**src/hw/srq_status_pkg.sv**
```systemverilog
// Package with constants, types and reset values for the service request and status unit.
package srq_status_pkg;

  // Status byte bit positions.
  localparam int BIT_READING_DONE = 0;
  localparam int BIT_HALF_FULL    = 1;
  localparam int BIT_FULL         = 2;
  localparam int BIT_OVERFLOW     = 3;
  localparam int BIT_CMD_READY    = 4;
  localparam int BIT_ERROR        = 5;
  localparam int BIT_RQS          = 6;
  localparam int BIT_TRIG_READY   = 7;

  // Mask weights of the selectable conditions.
  localparam logic [7:0] WEIGHT_READING_DONE = 8'h01;
  localparam logic [7:0] WEIGHT_HALF_FULL    = 8'h02;
  localparam logic [7:0] WEIGHT_FULL         = 8'h04;
  localparam logic [7:0] WEIGHT_OVERFLOW     = 8'h08;
  localparam logic [7:0] WEIGHT_CMD_READY    = 8'h10;
  localparam logic [7:0] WEIGHT_ERROR        = 8'h20;
  localparam logic [7:0] WEIGHT_TRIG_READY   = 8'h80;

  // Mask bits that exist; position 6 has no mask counterpart.
  localparam logic [7:0] MASK_VALID = 8'hBF;

  // Values after reset.
  localparam logic [7:0] MASK_RESET   = 8'h00;
  localparam logic [7:0] STATUS_RESET = 8'h00;

  // Factory defaults of the filter settings.
  localparam logic FILTER_MASTER_FACTORY = 1'h1;
  localparam logic ANALOG_CFG_FACTORY    = 1'h0;

  // Filter settings travel together.
  typedef struct packed {
    logic master;
    logic analog;
  } filter_cfg_s;

  localparam filter_cfg_s FILTER_FACTORY = '{master: FILTER_MASTER_FACTORY, analog: ANALOG_CFG_FACTORY};

endpackage : srq_status_pkg

```
**src/hw/service_request_status_unit.sv**
```systemverilog
// Service request mask, serial poll status byte and filter enable settings.
//
// Overview of operation
// - An eight-bit mask selects which status conditions may request service.
// - Status bits follow their events regardless of the mask.
// - Only conditions arising while masked in raise a request; late masking does not.
// - Status bits map onto equal mask positions, except bit 6 which has none.
// - Bits 7, 4, 3 track trigger ready, command ready and overflow.
// - Bit 0 sets on reading done; clears on result read or one-shot switch.
// - Bits 1 and 2 flag half full and full; buffer reinit clears both.
// - Thresholds come from the programmed buffer length.
// - Error bit 5 latches until the error status word is read.
// - Bit 6 and request line set on request, cleared by serial poll.
// - Overflow bit never sets while automatic ranging is active.
// - A mask may combine several condition weights at once.
// - The front panel indicator follows the service request.
// - The status byte is readable even with every request masked.
// - Master filter setting: 0 disables, 1 enables, default enabled.
// - Master enable passes each filter only where its own setting selects it.
// - Analog filter setting: 0 off, 1 on, default off, gated by master.
// - Power-up restores factory filter values; device clear or setup recall restore stored defaults.
// - Mask weights: 1,2,4,8,16,32,128 for the seven conditions.
// - Power-up, device clear or recall return the mask to all disabled.
// - Power-up and device clear clear status, indicator and request line.
`timescale 1ns/100ps

module service_request_status_unit
  import srq_status_pkg::*;
#(
  parameter int COUNT_W = 16
) (
  // Clock and reset.
  input  wire logic               i_clock,
  input  wire logic               i_rst,
  // Measurement events.
  input  wire logic               i_trigger_ready,
  input  wire logic               i_triggered,
  input  wire logic               i_command_ready,
  input  wire logic               i_command_start,
  input  wire logic               i_overflow,
  input  wire logic               i_autorange_active,
  input  wire logic               i_reading_done,
  input  wire logic               i_converter_read,
  input  wire logic               i_trigger_one_shot,
  input  wire logic               i_error,
  input  wire logic               i_error_word_read,
  // Reading buffer.
  input  wire logic [COUNT_W-1:0] i_buffer_count,
  input  wire logic [COUNT_W-1:0] i_buffer_length,
  input  wire logic               i_buffer_reinit,
  // Bus and setup commands.
  input  wire logic               i_serial_poll,
  input  wire logic               i_device_clear,
  input  wire logic               i_recall_user_setup,
  input  wire logic               i_save_user_setup,
  input  wire logic               i_mask_write,
  input  wire logic [7:0]         i_mask_data,
  input  wire logic               i_filter_write,
  input  wire logic               i_filter_data,
  input  wire logic               i_analog_cfg_write,
  input  wire logic               i_analog_cfg_data,
  input  wire logic               i_digital_cfg_active,
  // Status and request outputs.
  output logic [7:0]              o_serial_poll_status,
  output logic                    o_srq,
  output logic                    o_srq_indicator,
  output logic [7:0]              o_mask,
  // Filter outputs.
  output logic                    o_filter_master,
  output logic                    o_analog_cfg,
  output logic                    o_analog_filter_on,
  output logic                    o_digital_filter_on
);

  logic [7:0]  status_reg;
  logic [7:0]  status_next;
  logic [7:0]  set_vec;
  logic [7:0]  clr_vec;
  logic [7:0]  new_events;
  logic [7:0]  mask_reg;
  logic        srq_reg;
  logic        srq_raise;
  logic        indicator_reg;
  logic        one_shot_prev_reg;
  logic        mode_to_one_shot;
  logic        half_full;
  logic        full;
  logic        analog_on_reg;
  logic        digital_on_reg;
  filter_cfg_s cfg_reg;
  filter_cfg_s stored_cfg_reg;

  // Buffer thresholds scale with the programmed length.
  assign half_full = (i_buffer_length != '0) &&
                     ({i_buffer_count, 1'b0} >= {1'b0, i_buffer_length});
  assign full      = (i_buffer_length != '0) && (i_buffer_count >= i_buffer_length);

  // Switching the trigger mode from multiple to one-shot is the rising edge of the mode level.
  assign mode_to_one_shot = i_trigger_one_shot & ~one_shot_prev_reg;

  // Set and clear terms of each status bit; bit 6 is handled with the request line.
  always_comb begin
    set_vec                   = 8'h00;
    clr_vec                   = 8'h00;
    set_vec[BIT_TRIG_READY]   = i_trigger_ready;
    clr_vec[BIT_TRIG_READY]   = i_triggered;
    set_vec[BIT_CMD_READY]    = i_command_ready;
    clr_vec[BIT_CMD_READY]    = i_command_start;
    set_vec[BIT_OVERFLOW]     = i_overflow & ~i_autorange_active;
    clr_vec[BIT_OVERFLOW]     = ~i_overflow;
    set_vec[BIT_READING_DONE] = i_reading_done;
    clr_vec[BIT_READING_DONE] = i_converter_read | mode_to_one_shot;
    set_vec[BIT_HALF_FULL]    = half_full;
    clr_vec[BIT_HALF_FULL]    = i_buffer_reinit;
    set_vec[BIT_FULL]         = full;
    clr_vec[BIT_FULL]         = i_buffer_reinit;
    set_vec[BIT_ERROR]        = i_error;
    clr_vec[BIT_ERROR]        = i_error_word_read;
  end

  // A set in the same cycle as a clear wins, so no event is lost.
  assign status_next = (set_vec | (status_reg & ~clr_vec)) & MASK_VALID;

  // Only a condition going from clear to set counts as newly occurring.
  assign new_events = set_vec & ~status_reg & MASK_VALID;

  // The mask is sampled at the moment the condition first occurs.
  assign srq_raise = |(new_events & mask_reg);

  // Status bits update on every event whatever the mask holds.
  always_ff @(posedge i_clock) begin
    if (i_rst || i_device_clear) begin
      status_reg <= STATUS_RESET;
    end else begin
      status_reg <= status_next;
    end
  end

  // Request line and its status bit; a new request beats a poll in the same cycle.
  always_ff @(posedge i_clock) begin
    if (i_rst || i_device_clear) begin
      srq_reg <= 1'b0;
    end else if (srq_raise) begin
      srq_reg <= 1'b1;
    end else if (i_serial_poll) begin
      srq_reg <= 1'b0;
    end
  end

  // Front panel indicator shadows the request line.
  always_ff @(posedge i_clock) begin
    if (i_rst || i_device_clear) begin
      indicator_reg <= 1'b0;
    end else if (srq_raise) begin
      indicator_reg <= 1'b1;
    end else if (i_serial_poll) begin
      indicator_reg <= 1'b0;
    end
  end

  // Request mask; weights combine freely and position 6 never stores.
  always_ff @(posedge i_clock) begin
    if (i_rst || i_device_clear || i_recall_user_setup) begin
      mask_reg <= MASK_RESET;
    end else if (i_mask_write) begin
      mask_reg <= i_mask_data & MASK_VALID;
    end
  end

  // Previous trigger mode level for edge detection.
  always_ff @(posedge i_clock) begin
    if (i_rst) begin
      one_shot_prev_reg <= 1'b0;
    end else begin
      one_shot_prev_reg <= i_trigger_one_shot;
    end
  end

  // Stored power-on defaults of the filters; a power-up brings back the factory values.
  always_ff @(posedge i_clock) begin
    if (i_rst) begin
      stored_cfg_reg <= FILTER_FACTORY;
    end else if (i_save_user_setup) begin
      stored_cfg_reg <= cfg_reg;
    end
  end

  // Live filter settings with restore on clear or recall.
  always_ff @(posedge i_clock) begin
    if (i_rst) begin
      cfg_reg <= FILTER_FACTORY;
    end else if (i_device_clear || i_recall_user_setup) begin
      cfg_reg <= stored_cfg_reg;
    end else begin
      if (i_filter_write) begin
        cfg_reg.master <= i_filter_data;
      end
      if (i_analog_cfg_write) begin
        cfg_reg.analog <= i_analog_cfg_data;
      end
    end
  end

  // Each filter runs only when the master enable and its own setting agree.
  always_ff @(posedge i_clock) begin
    if (i_rst) begin
      analog_on_reg  <= 1'b0;
      digital_on_reg <= 1'b0;
    end else begin
      analog_on_reg  <= cfg_reg.master & cfg_reg.analog;
      digital_on_reg <= cfg_reg.master & i_digital_cfg_active;
    end
  end

  // Outputs straight from flip-flops; the byte is always readable.
  assign o_serial_poll_status = {status_reg[7], srq_reg, status_reg[5:0]};
  assign o_srq                = srq_reg;
  assign o_srq_indicator      = indicator_reg;
  assign o_mask               = mask_reg;
  assign o_filter_master      = cfg_reg.master;
  assign o_analog_cfg         = cfg_reg.analog;
  assign o_analog_filter_on   = analog_on_reg;
  assign o_digital_filter_on  = digital_on_reg;

  logic calm;
  assign calm = ~i_device_clear;
endmodule : service_request_status_unit

```
**config.mk**
```make
export PLATFORM = sky130hd
export DESIGN_NAME = service_request_status_unit
export DESIGN_NICKNAME = d
export VERILOG_FILES = /design/src/hw/srq_status_pkg.sv /design/src/hw/service_request_status_unit.sv
export SDC_FILE = /design/constraint.sdc
export NUM_CORES = 1
export LEC_CHECK = 0
export BUFFER_PORTS_ARGS = -buffer_cell sky130_fd_sc_hd__buf_4
export CORE_ASPECT_RATIO = 1.25
export CORE_MARGIN = 5
export CORE_UTILIZATION = 40
export DETAILED_ROUTE_END_ITERATION = 10
export GPL_TIMING_DRIVEN = 0
export PLACE_DENSITY_LB_ADDON = 0.05
export SLEW_MARGIN = 20
export SYNTH_ARGS = -nofsm -noshare
export SYNTH_HDL_FRONTEND = slang
export SYNTH_SLANG_ARGS = --single-unit
```
**constraint.sdc**
```tcl
create_clock -name i_clock -period 3.5 [get_ports i_clock]
set_input_delay 0 -clock i_clock [delete_from_list [all_inputs] [get_ports i_clock]]
set_output_delay 0 -clock i_clock [all_outputs]
set_load 0.1 [all_outputs]
```
; ---- After elaboration in Yosys (flattened, before gate mapping)
; Index checks and enable logic that the tools add are counted.
[classes]
n_bitwise = 14
n_reduce_logical = 10
order_cmp = 2
mux = 5
[op_table]
columns = cell, n
row1 = 8-bit AND, 3
row2 = 17-bit by 16-bit >= comparator with 1-bit output, 1
row3 = 16-bit >= comparator, 1
row4 = 8-bit inverter, 2
row5 = 16-bit nonzero test, 1
row6 = 8-bit bitwise OR, 1
row7 = 8-bit OR reduction, 1
row8 = 2-bit nonzero test, 3
row9 = 1-bit AND, 4
row10 = 1-bit two-way mux, 4
row11 = 1-bit logical OR, 3
row12 = 1-bit inverter, 3
row13 = 1-bit logical AND, 2
row14 = 2-bit two-way mux, 1
row15 = 1-bit bitwise OR, 1
[word_totals]
elab_cells = 42
inputBits = 64
reg_bits = 23

; ---- Longest topological paths before layout
; Gate-level depths: netlist (run 1).
[depth]
depth_word = 6
mapped_depth = 8
depth_no_buf = 8

; ---- Least setup slack after synthesis (run 1)
; No wires, ideal clock.
[synth_timing]
path_type = reg-to-reg
from = reg status_reg[0]
to = reg indicator_reg, in the netlist o_srq_indicator
path_buffers = 0
setup_time_ns = 0.158
setup_slack_ns = 1.516
stages_incl_launch_ff = 6
arrival_ns = 1.826
path_cell_list = dfxtp_1 > and3b_1 > a311oi_1 > nand3_1 > a311oi_2 > o32ai_1
[synth_between]
elab_chain_cells = 5
word_cells_on_any_way = 6
cone_classes = 1 x mux / 3 x bitwise / 2 x reduce/logical
[synth_rtl]
columns = item, line
row1 = "start, declared", service_request_status_unit.sv:75  ; logic [7:0] status_reg;
row2 = "start signal, assigned", service_request_status_unit.sv:135  ; status_reg <= status_next;
row3 = 8-bit inverter (*), service_request_status_unit.sv:125  ; assign new_events = set_vec & ~status_reg & MASK_VALID;
row4 = 8-bit AND (*), service_request_status_unit.sv:125
row5 = 8-bit AND (*), service_request_status_unit.sv:128  ; assign srq_raise = |(new_events & mask_reg);
row6 = 8-bit OR reduction (*), service_request_status_unit.sv:128
row7 = 1-bit two-way mux or 2-bit nonzero test (tied branches), -
row8 = "end signal, assigned", service_request_status_unit.sv:153  ; indicator_reg <= 1'b0;
row9 = "end signal, assigned", service_request_status_unit.sv:155  ; indicator_reg <= 1'b1;
row10 = "end signal, assigned", service_request_status_unit.sv:157  ; indicator_reg <= 1'b0;
row11 = "end, declared", service_request_status_unit.sv:83  ; logic indicator_reg;
; Mark *: on every way between the ends. The rest lies on a longest branch, timed or not.
; A chain may end at the register's enable or synchronous reset.

; ---- Final worst setup path (run 1)
[layout_timing]
from = in i_rst
to = reg indicator_reg, in the netlist o_srq_indicator
[layout_between]
elab_chain_cells = 1
[layout_rtl]
columns = item, line
row1 = "start, declared", service_request_status_unit.sv:34  ; input wire logic i_rst,
row2 = 1-bit logical OR, service_request_status_unit.sv:152  ; if (i_rst || i_device_clear) begin
; Every way passes these cells.

==> flow_metrics.env, run 1 <==
export IMPL_slew_headroom=0.657
export IMPL_cellLeakagePower_nw=1.31
export IMPL_vdd_drop_max_uv=237
export IMPL_least_margin_pin_slew_ns=0.514
export IMPL_synth_area_top_cells="dfxtp_1, ha_1, mux2i_1"
export IMPL_final_nets=393
export IMPL_initial_utilization=0.407
export IMPL_post_cts_resized=0
export IMPL_grt_antenna_before_repair=0
export IMPL_die_h_um=81.6
export IMPL_dpl_cell_count=332
export IMPL_hold_path_startpoint="i_command_start"
export IMPL_sequential_element_share_of_the_synthesized_area=0.268
export IMPL_fin_setup_tns_ns=0
export IMPL_compound_gate_fraction_of_synth_area=0.164
export IMPL_min_period_over_period=0.441
export IMPL_top_level_ports=86
export IMPL_cp_data_arrival_time_ns=1.71
export IMPL_edff_count_synth=0
export IMPL_top_cell_type_by_total_area_after_synthesis="dfxtp_1"
export IMPL_clock_path_buffers=2
export IMPL_grt_use_total=0.163
export IMPL_totalWireLength_um=4310
export IMPL_critPathKind="input port to flop"
export IMPL_synth_seq_cells=22
export IMPL_finalHoldViolCount=0
export IMPL_postSynthCellCount=194
export IMPL_die_area_um2=5490
export IMPL_first_iter_violations=36
export IMPL_coreArea_um2=4030
export IMPL_cts_root_cell="clkbuf_8"
export IMPL_rsz_0062_raised_after_global_routing="no"
export IMPL_num_antenna_cells=0
export IMPL_clockPowerShare=0.252
export IMPL_clock_sinks=22
export IMPL_final_cell_mix="buf_4, ha_1, inv_1"
export IMPL_internal_power_w=0.000472
export IMPL_status="finished, final reports clean"
export IMPL_max_cap_violations=0
export IMPL_grt_max_degree=13
export IMPL_area_taken_by_multi_input_logic_gates_um2=1060
export IMPL_setup_ws_ns=1.96
export IMPL_dp_hpwl_um=3600
export IMPL_timing_hold_worst_endpoint="status_reg[4]$_SDFF_PP0_"
export IMPL_mostFrequentLayoutCell="buf_4"
export IMPL_synth_warning_count=0
export IMPL_cts_inserted_buffers=3
export IMPL_crit_path_start_kind="input port"
export IMPL_synth_top_cell_area_share=0.268
export IMPL_async_s_r_ff_share_synth=0
export IMPL_synthesis_area_per_instance_um2=8.46
export IMPL_synth_fp_nets=289
export IMPL_required_time_at_the_endpoint_of_the_critical_path_ns=3.66
export IMPL_final_layout_size_suffix_gt1_frac=0.316
export IMPL_place_gp_congestion=0.784
export IMPL_cts_htree_levels=1
export IMPL_die_width_um=67.3
export IMPL_placement_io_buffers=82
export IMPL_layoutNonFillerInstCount=353
export IMPL_worstSetupEndpointType="flop"
export IMPL_setup_violations=0
export IMPL_timing_reg2reg_setup_slack_ns=2.05
export IMPL_synth_area_um2=1640
export IMPL_power_net_switching_w=0.000222
export IMPL_worst_r2r_startpoint="status_reg[0]$_SDFF_PP0_"
export IMPL_parity_gate_share_of_the_synthesized_area_counting_xor_and_xnor_cells=0
export IMPL_r2r_cells=5
export IMPL_min_path_cells=4
export IMPL_post_synth_fa_ha_maj_area_fraction=0.236
export IMPL_drt_wirelength_per_cell_um=12.2
export IMPL_vias=1687
export IMPL_holdCritPathClass="input port to flop"
export IMPL_power_share_switching=0.320
export IMPL_synth_mux_area_fraction=0.0671
export IMPL_drt_drc_violations_left=0
export IMPL_clkLatencyLatePin_ns=0.25
export IMPL_floorplan_rows=26
export IMPL_synth_cell_type_count=42
export IMPL_final_fill_count=406
export IMPL_share_seq_of_total_power=0.382
export IMPL_combinationalPowerShare=0.366
export IMPL_drt_pre_antenna_iters=4
export IMPL_synth_top_family_by_area="adder cells"
export IMPL_maxClockFrequency_mhz=648
export IMPL_final_antenna_net_count=0
export IMPL_regArea_um2=440
export IMPL_synth_simple_gate_area_frac=0.175
export IMPL_final_max_slew_viol_count=0
export IMPL_final_min_clock_period_ns=1.54
export IMPL_power_per_cell_area_nw_per_um2=272
export IMPL_cts_clk_slew_worst_paths_ns=0.07
export IMPL_avgViaCountPerCell=4.78
export IMPL_syn2layout_area_growth_pct=55.5
export IMPL_dpl_worst_slack_ns=1.74
export IMPL_grt_residual_overflow=0
export IMPL_grt_pass1_vias=1764
export IMPL_tritoncts_clock_tree="yes"
export IMPL_grt_pass1_wl_um=7160
export IMPL_max_fanout_on_critical_path=9
export IMPL_fin_skew_ns=0.00215
export IMPL_synth_flop_cell="dfxtp_1"
export IMPL_r2r_end="o_srq_indicator$_SDFFE_PP0P_"
-- layer usage --
layer	part of all wire	GRT usage	vias to the layer above
met1	0.39	0.183	749
met3	0.060	0.0219	2
met2	0.55	0.318	43
met4	0.0046	0.0345	0
met5	0	0	-
li1	-	-	893
-- final cells by class --
class                           instances  share of cell area
Sequential cell                        22               0.173
Buffer                                  5              0.0118
Timing Repair Buffer                   99               0.308
Multi-Input combinational cell        137               0.415
Inverter                               30              0.0441
Clock buffer                            4              0.0216
Tap cell                               56              0.0275
-- through the flow --
stage	hold WS, ns	power, W	util	area [µm²]
2_1_floorplan	0.0716	0.000416	-	1640
3_3_place_gp	0.205	0.000509	0.577	2330
4_1_cts	0.0368	0.000700	0.633	2550
3_5_place_dp	0.208	0.000511	0.577	2330
5_1_grt	0.0622	0.000737	0.633	2550
6_report	0.0459	0.000694	0.633	2550
-- logic make-up (layout without fill, tap and decap cells) --
logic type,count (synthesis),after routing
multiplexers,11,11
AO/OA/AOI/OAI,39,39
AND/OR/NAND/NOR,55,55
other,1,1
adder cells (fa/ha/maj),31,31
flip-flops,22,22
buffers and inverters,35,138
-- synth_stat cells, types with 3 or more instances --
cell type  instances
a211oi_1           3
a21oi_1           14
buf_4              3
dfxtp_1           22
ha_1              31
inv_1             28
mux2i_1           11
nand2_1            9
nand3_1            6
nand4_1            4
nor2_1            17
nor2b_1            3
nor4_1             3
o21ai_0            4
o21ai_1            3
-- power groups by stage --
| stage | Clock, W | Combinational [W] | Sequential [W] |
|---|---|---|---|
| after detailed placement | 0 | 0.000240 | 0.000271 |
| after global routing | 0.000190 | 0.000281 | 0.000266 |
| after global placement | 0 | 0.000238 | 0.000271 |
| after floorplan | 0 | 0.0000923 | 0.000324 |
| after CTS | 0.000179 | 0.000256 | 0.000265 |
| final | 0.000175 | 0.000254 | 0.000265 |
-- timing repair --
action | CTS | global route
hold endpoints to repair | 19 | 0
hold buffers | 17 | 0
buffers inserted | 0 | 0
-- worst max-delay path, cell delays in order --
cell           delay, ns
dlygate4sd3_1       0.54
buf_4               0.15
or2_1               0.20
clkbuf_1            0.24
a211o_1             0.36
o32ai_1             0.22
-- worst max-delay path by stage --
stage                                  start                            to  slack (ns)
finish                                 i_rst  o_srq_indicator$_SDFFE_PP0P_        1.96
global route                           i_rst  o_srq_indicator$_SDFFE_PP0P_        1.85
CTS                                    i_rst  o_srq_indicator$_SDFFE_PP0P_        1.93
detailed placement       i_buffer_length[13]  o_srq_indicator$_SDFFE_PP0P_        1.74
global placement         i_buffer_length[13]  o_srq_indicator$_SDFFE_PP0P_        1.70
floorplan           status_reg[0]$_SDFF_PP0_  o_srq_indicator$_SDFFE_PP0P_        1.52
Power figures use the tool's default switching activity.
==> run 2, diff against run 1 <==
clock period = 1.45 ns   (was 3.5 ns; I/O delays follow)
==> flow_metrics.env, run 2 (synthesized netlist as in run 1, its figures left out) <==
export IMPL_status="finished, final reports clean"
export IMPL_first_iter_violations=39
export IMPL_cts_root_cell="clkbuf_8"
export IMPL_dpl_worst_slack_ns=-0.207
export IMPL_met2_length_um=2410
export IMPL_grt_pass1_wl_um=6880
export IMPL_grt_pass1_vias=1683
export IMPL_clock_sinks=22
export IMPL_setup_violations=0
export IMPL_final_antenna_net_count=0
export IMPL_share_seq_of_total_power=0.377
export IMPL_tritoncts_clock_tree="yes"
export IMPL_fin_skew_ns=0.00329
export IMPL_drt_drc_violations_left=0
export IMPL_top_level_ports=86
export IMPL_combinationalPowerShare=0.365
export IMPL_cts_inserted_buffers=3
export IMPL_power_net_switching_w=0.000552
export IMPL_cp_data_arrival_time_ns=1.50
export IMPL_setup_ws_ns=0.0713
export IMPL_final_max_slew_viol_count=0
export IMPL_top_layer="met4"
export IMPL_routed_length_on_met1_um=1670
export IMPL_floorplan_rows=26
export IMPL_clock_path_buffers=2
export IMPL_regArea_um2=462
export IMPL_cellLeakagePower_nw=1.31
export IMPL_dp_hpwl_um=3680
export IMPL_num_antenna_cells=0
export IMPL_hold_path_startpoint="i_buffer_reinit"
export IMPL_vias=1677
export IMPL_required_time_at_the_endpoint_of_the_critical_path_ns=1.57
export IMPL_clockPowerShare=0.258
export IMPL_die_area_um2=5490
export IMPL_totalWireLength_um=4380
export IMPL_min_path_cells=4
export IMPL_syn2layout_area_growth_pct=56.9
export IMPL_die_h_um=81.6
export IMPL_r2r_end="o_srq_indicator$_SDFFE_PP0P_"
export IMPL_slew_headroom=0.666
export IMPL_place_gp_congestion=0.753
export IMPL_fin_setup_tns_ns=0
export IMPL_grt_antenna_before_repair=0
export IMPL_internal_power_w=0.00114
export IMPL_holdCritPathClass="input port to flop"
export IMPL_coreArea_um2=4030
export IMPL_final_fill_count=385
export IMPL_max_cap_violations=0
export IMPL_timing_hold_worst_endpoint="status_reg[2]$_SDFF_PP0_"
export IMPL_r2r_cells=5
export IMPL_final_layout_size_suffix_gt1_frac=0.361
export IMPL_finalHoldWorstSlack_ns=0.00577
export IMPL_power_share_switching=0.327
export IMPL_worst_r2r_startpoint="status_reg[0]$_SDFF_PP0_"
export IMPL_grt_use_total=0.161
export IMPL_area_taken_by_multi_input_logic_gates_um2=1070
export IMPL_final_min_clock_period_ns=1.38
export IMPL_drt_wirelength_per_cell_um=12.4
export IMPL_max_fanout_on_critical_path=3
export IMPL_timing_reg2reg_setup_slack_ns=0.07
export IMPL_crit_path_start_kind="flop"
export IMPL_critPathKind="flop to flop"
export IMPL_die_width_um=67.3
export IMPL_grt_max_degree=13
export IMPL_finalHoldViolCount=0
export IMPL_mostFrequentLayoutCell="buf_4"
export IMPL_final_nets=392
export IMPL_cts_clk_slew_worst_paths_ns=0.07
export IMPL_final_cell_mix="buf_4, ha_1, inv_1"
export IMPL_grt_residual_overflow=0
export IMPL_initial_utilization=0.407
export IMPL_cts_htree_levels=1
export IMPL_power_per_cell_area_nw_per_um2=656
export IMPL_clkLatencyLatePin_ns=0.26
export IMPL_worstSetupEndpointType="flop"
export IMPL_finish_utilization=0.639
export IMPL_wl_met3_um=265
export IMPL_avgViaCountPerCell=4.76
export IMPL_least_margin_pin_slew_ns=0.501
export IMPL_drt_pre_antenna_iters=4
export IMPL_vdd_drop_max_uv=678
export IMPL_placement_io_buffers=82
export IMPL_min_period_over_period=0.951
export IMPL_maxClockFrequency_mhz=725
run 2: changes by cell type in the layout (fill, tap and decap cells not counted), sizes merged:
cell	before	now
dlygate4sd3	17	16
run 2: what timing repair did:
action,CTS,global route
hold endpoints to repair,18,0
resized for setup,0,3
endpoints found under the setup margin,0,2
buffers inserted,0,0
hold buffers,16,0
run 2: worst max-delay path, stage by stage, from the launching register on:
cell	delay, ns
dfxtp_4	0.36
and3b_1	0.18
a311oi_2	0.26
nand3_1	0.14
a311oi_2	0.21
o32ai_1	0.10
run 2: cell type report:
type | count | area share
plain buffers | 5 | 0.0117
clock buffers | 4 | 0.0214
inverters | 30 | 0.0437
multi-input cells | 137 | 0.416
flip-flops and latches | 22 | 0.179
well taps | 56 | 0.0272
repair buffers | 98 | 0.301
run 2: worst max path at each step:
stage,from,to,slack (ns),cells after the start
after floorplan,status_reg[0]$_SDFF_PP0_,o_srq_indicator$_SDFFE_PP0P_,-0.03,5
after global placement,i_buffer_length[13],o_srq_indicator$_SDFFE_PP0P_,-0.21,9
after detailed placement,i_buffer_length[13],o_srq_indicator$_SDFFE_PP0P_,-0.21,9
after CTS,i_overflow,o_srq_indicator$_SDFFE_PP0P_,0.02,8
after global routing,i_buffer_length[13],o_srq_indicator$_SDFFE_PP0P_,-0.01,9
final,status_reg[0]$_SDFF_PP0_,o_srq_indicator$_SDFFE_PP0P_,0.07,5
run 2: routing by layer:
layer | global-route usage | vias to the layer above
met5 | 0 | -
met4 | 0.0426 | 0
met3 | 0.0274 | 4
met2 | 0.322 | 43
met1 | 0.167 | 744
li1 | - | 886
run 2: power by group through the flow:
stage / sequential, W / combinational (W) / clock [W]
finish: 0.000638 / 0.000617 / 0.000435
global route: 0.000641 / 0.000676 / 0.000463
CTS: 0.000638 / 0.000616 / 0.000450
detailed placement: 0.000652 / 0.000581 / 0
global placement: 0.000651 / 0.000574 / 0
floorplan: 0.000780 / 0.000222 / 0
run 2: through the flow:
step	instances	cell area (µm²)	total power, W
global placement	332	2350	0.00123
floorplan	194	1660	0.00100
global route	352	2580	0.00178
CTS	352	2560	0.00170
detailed placement	332	2350	0.00123
finish	352	2580	0.00169
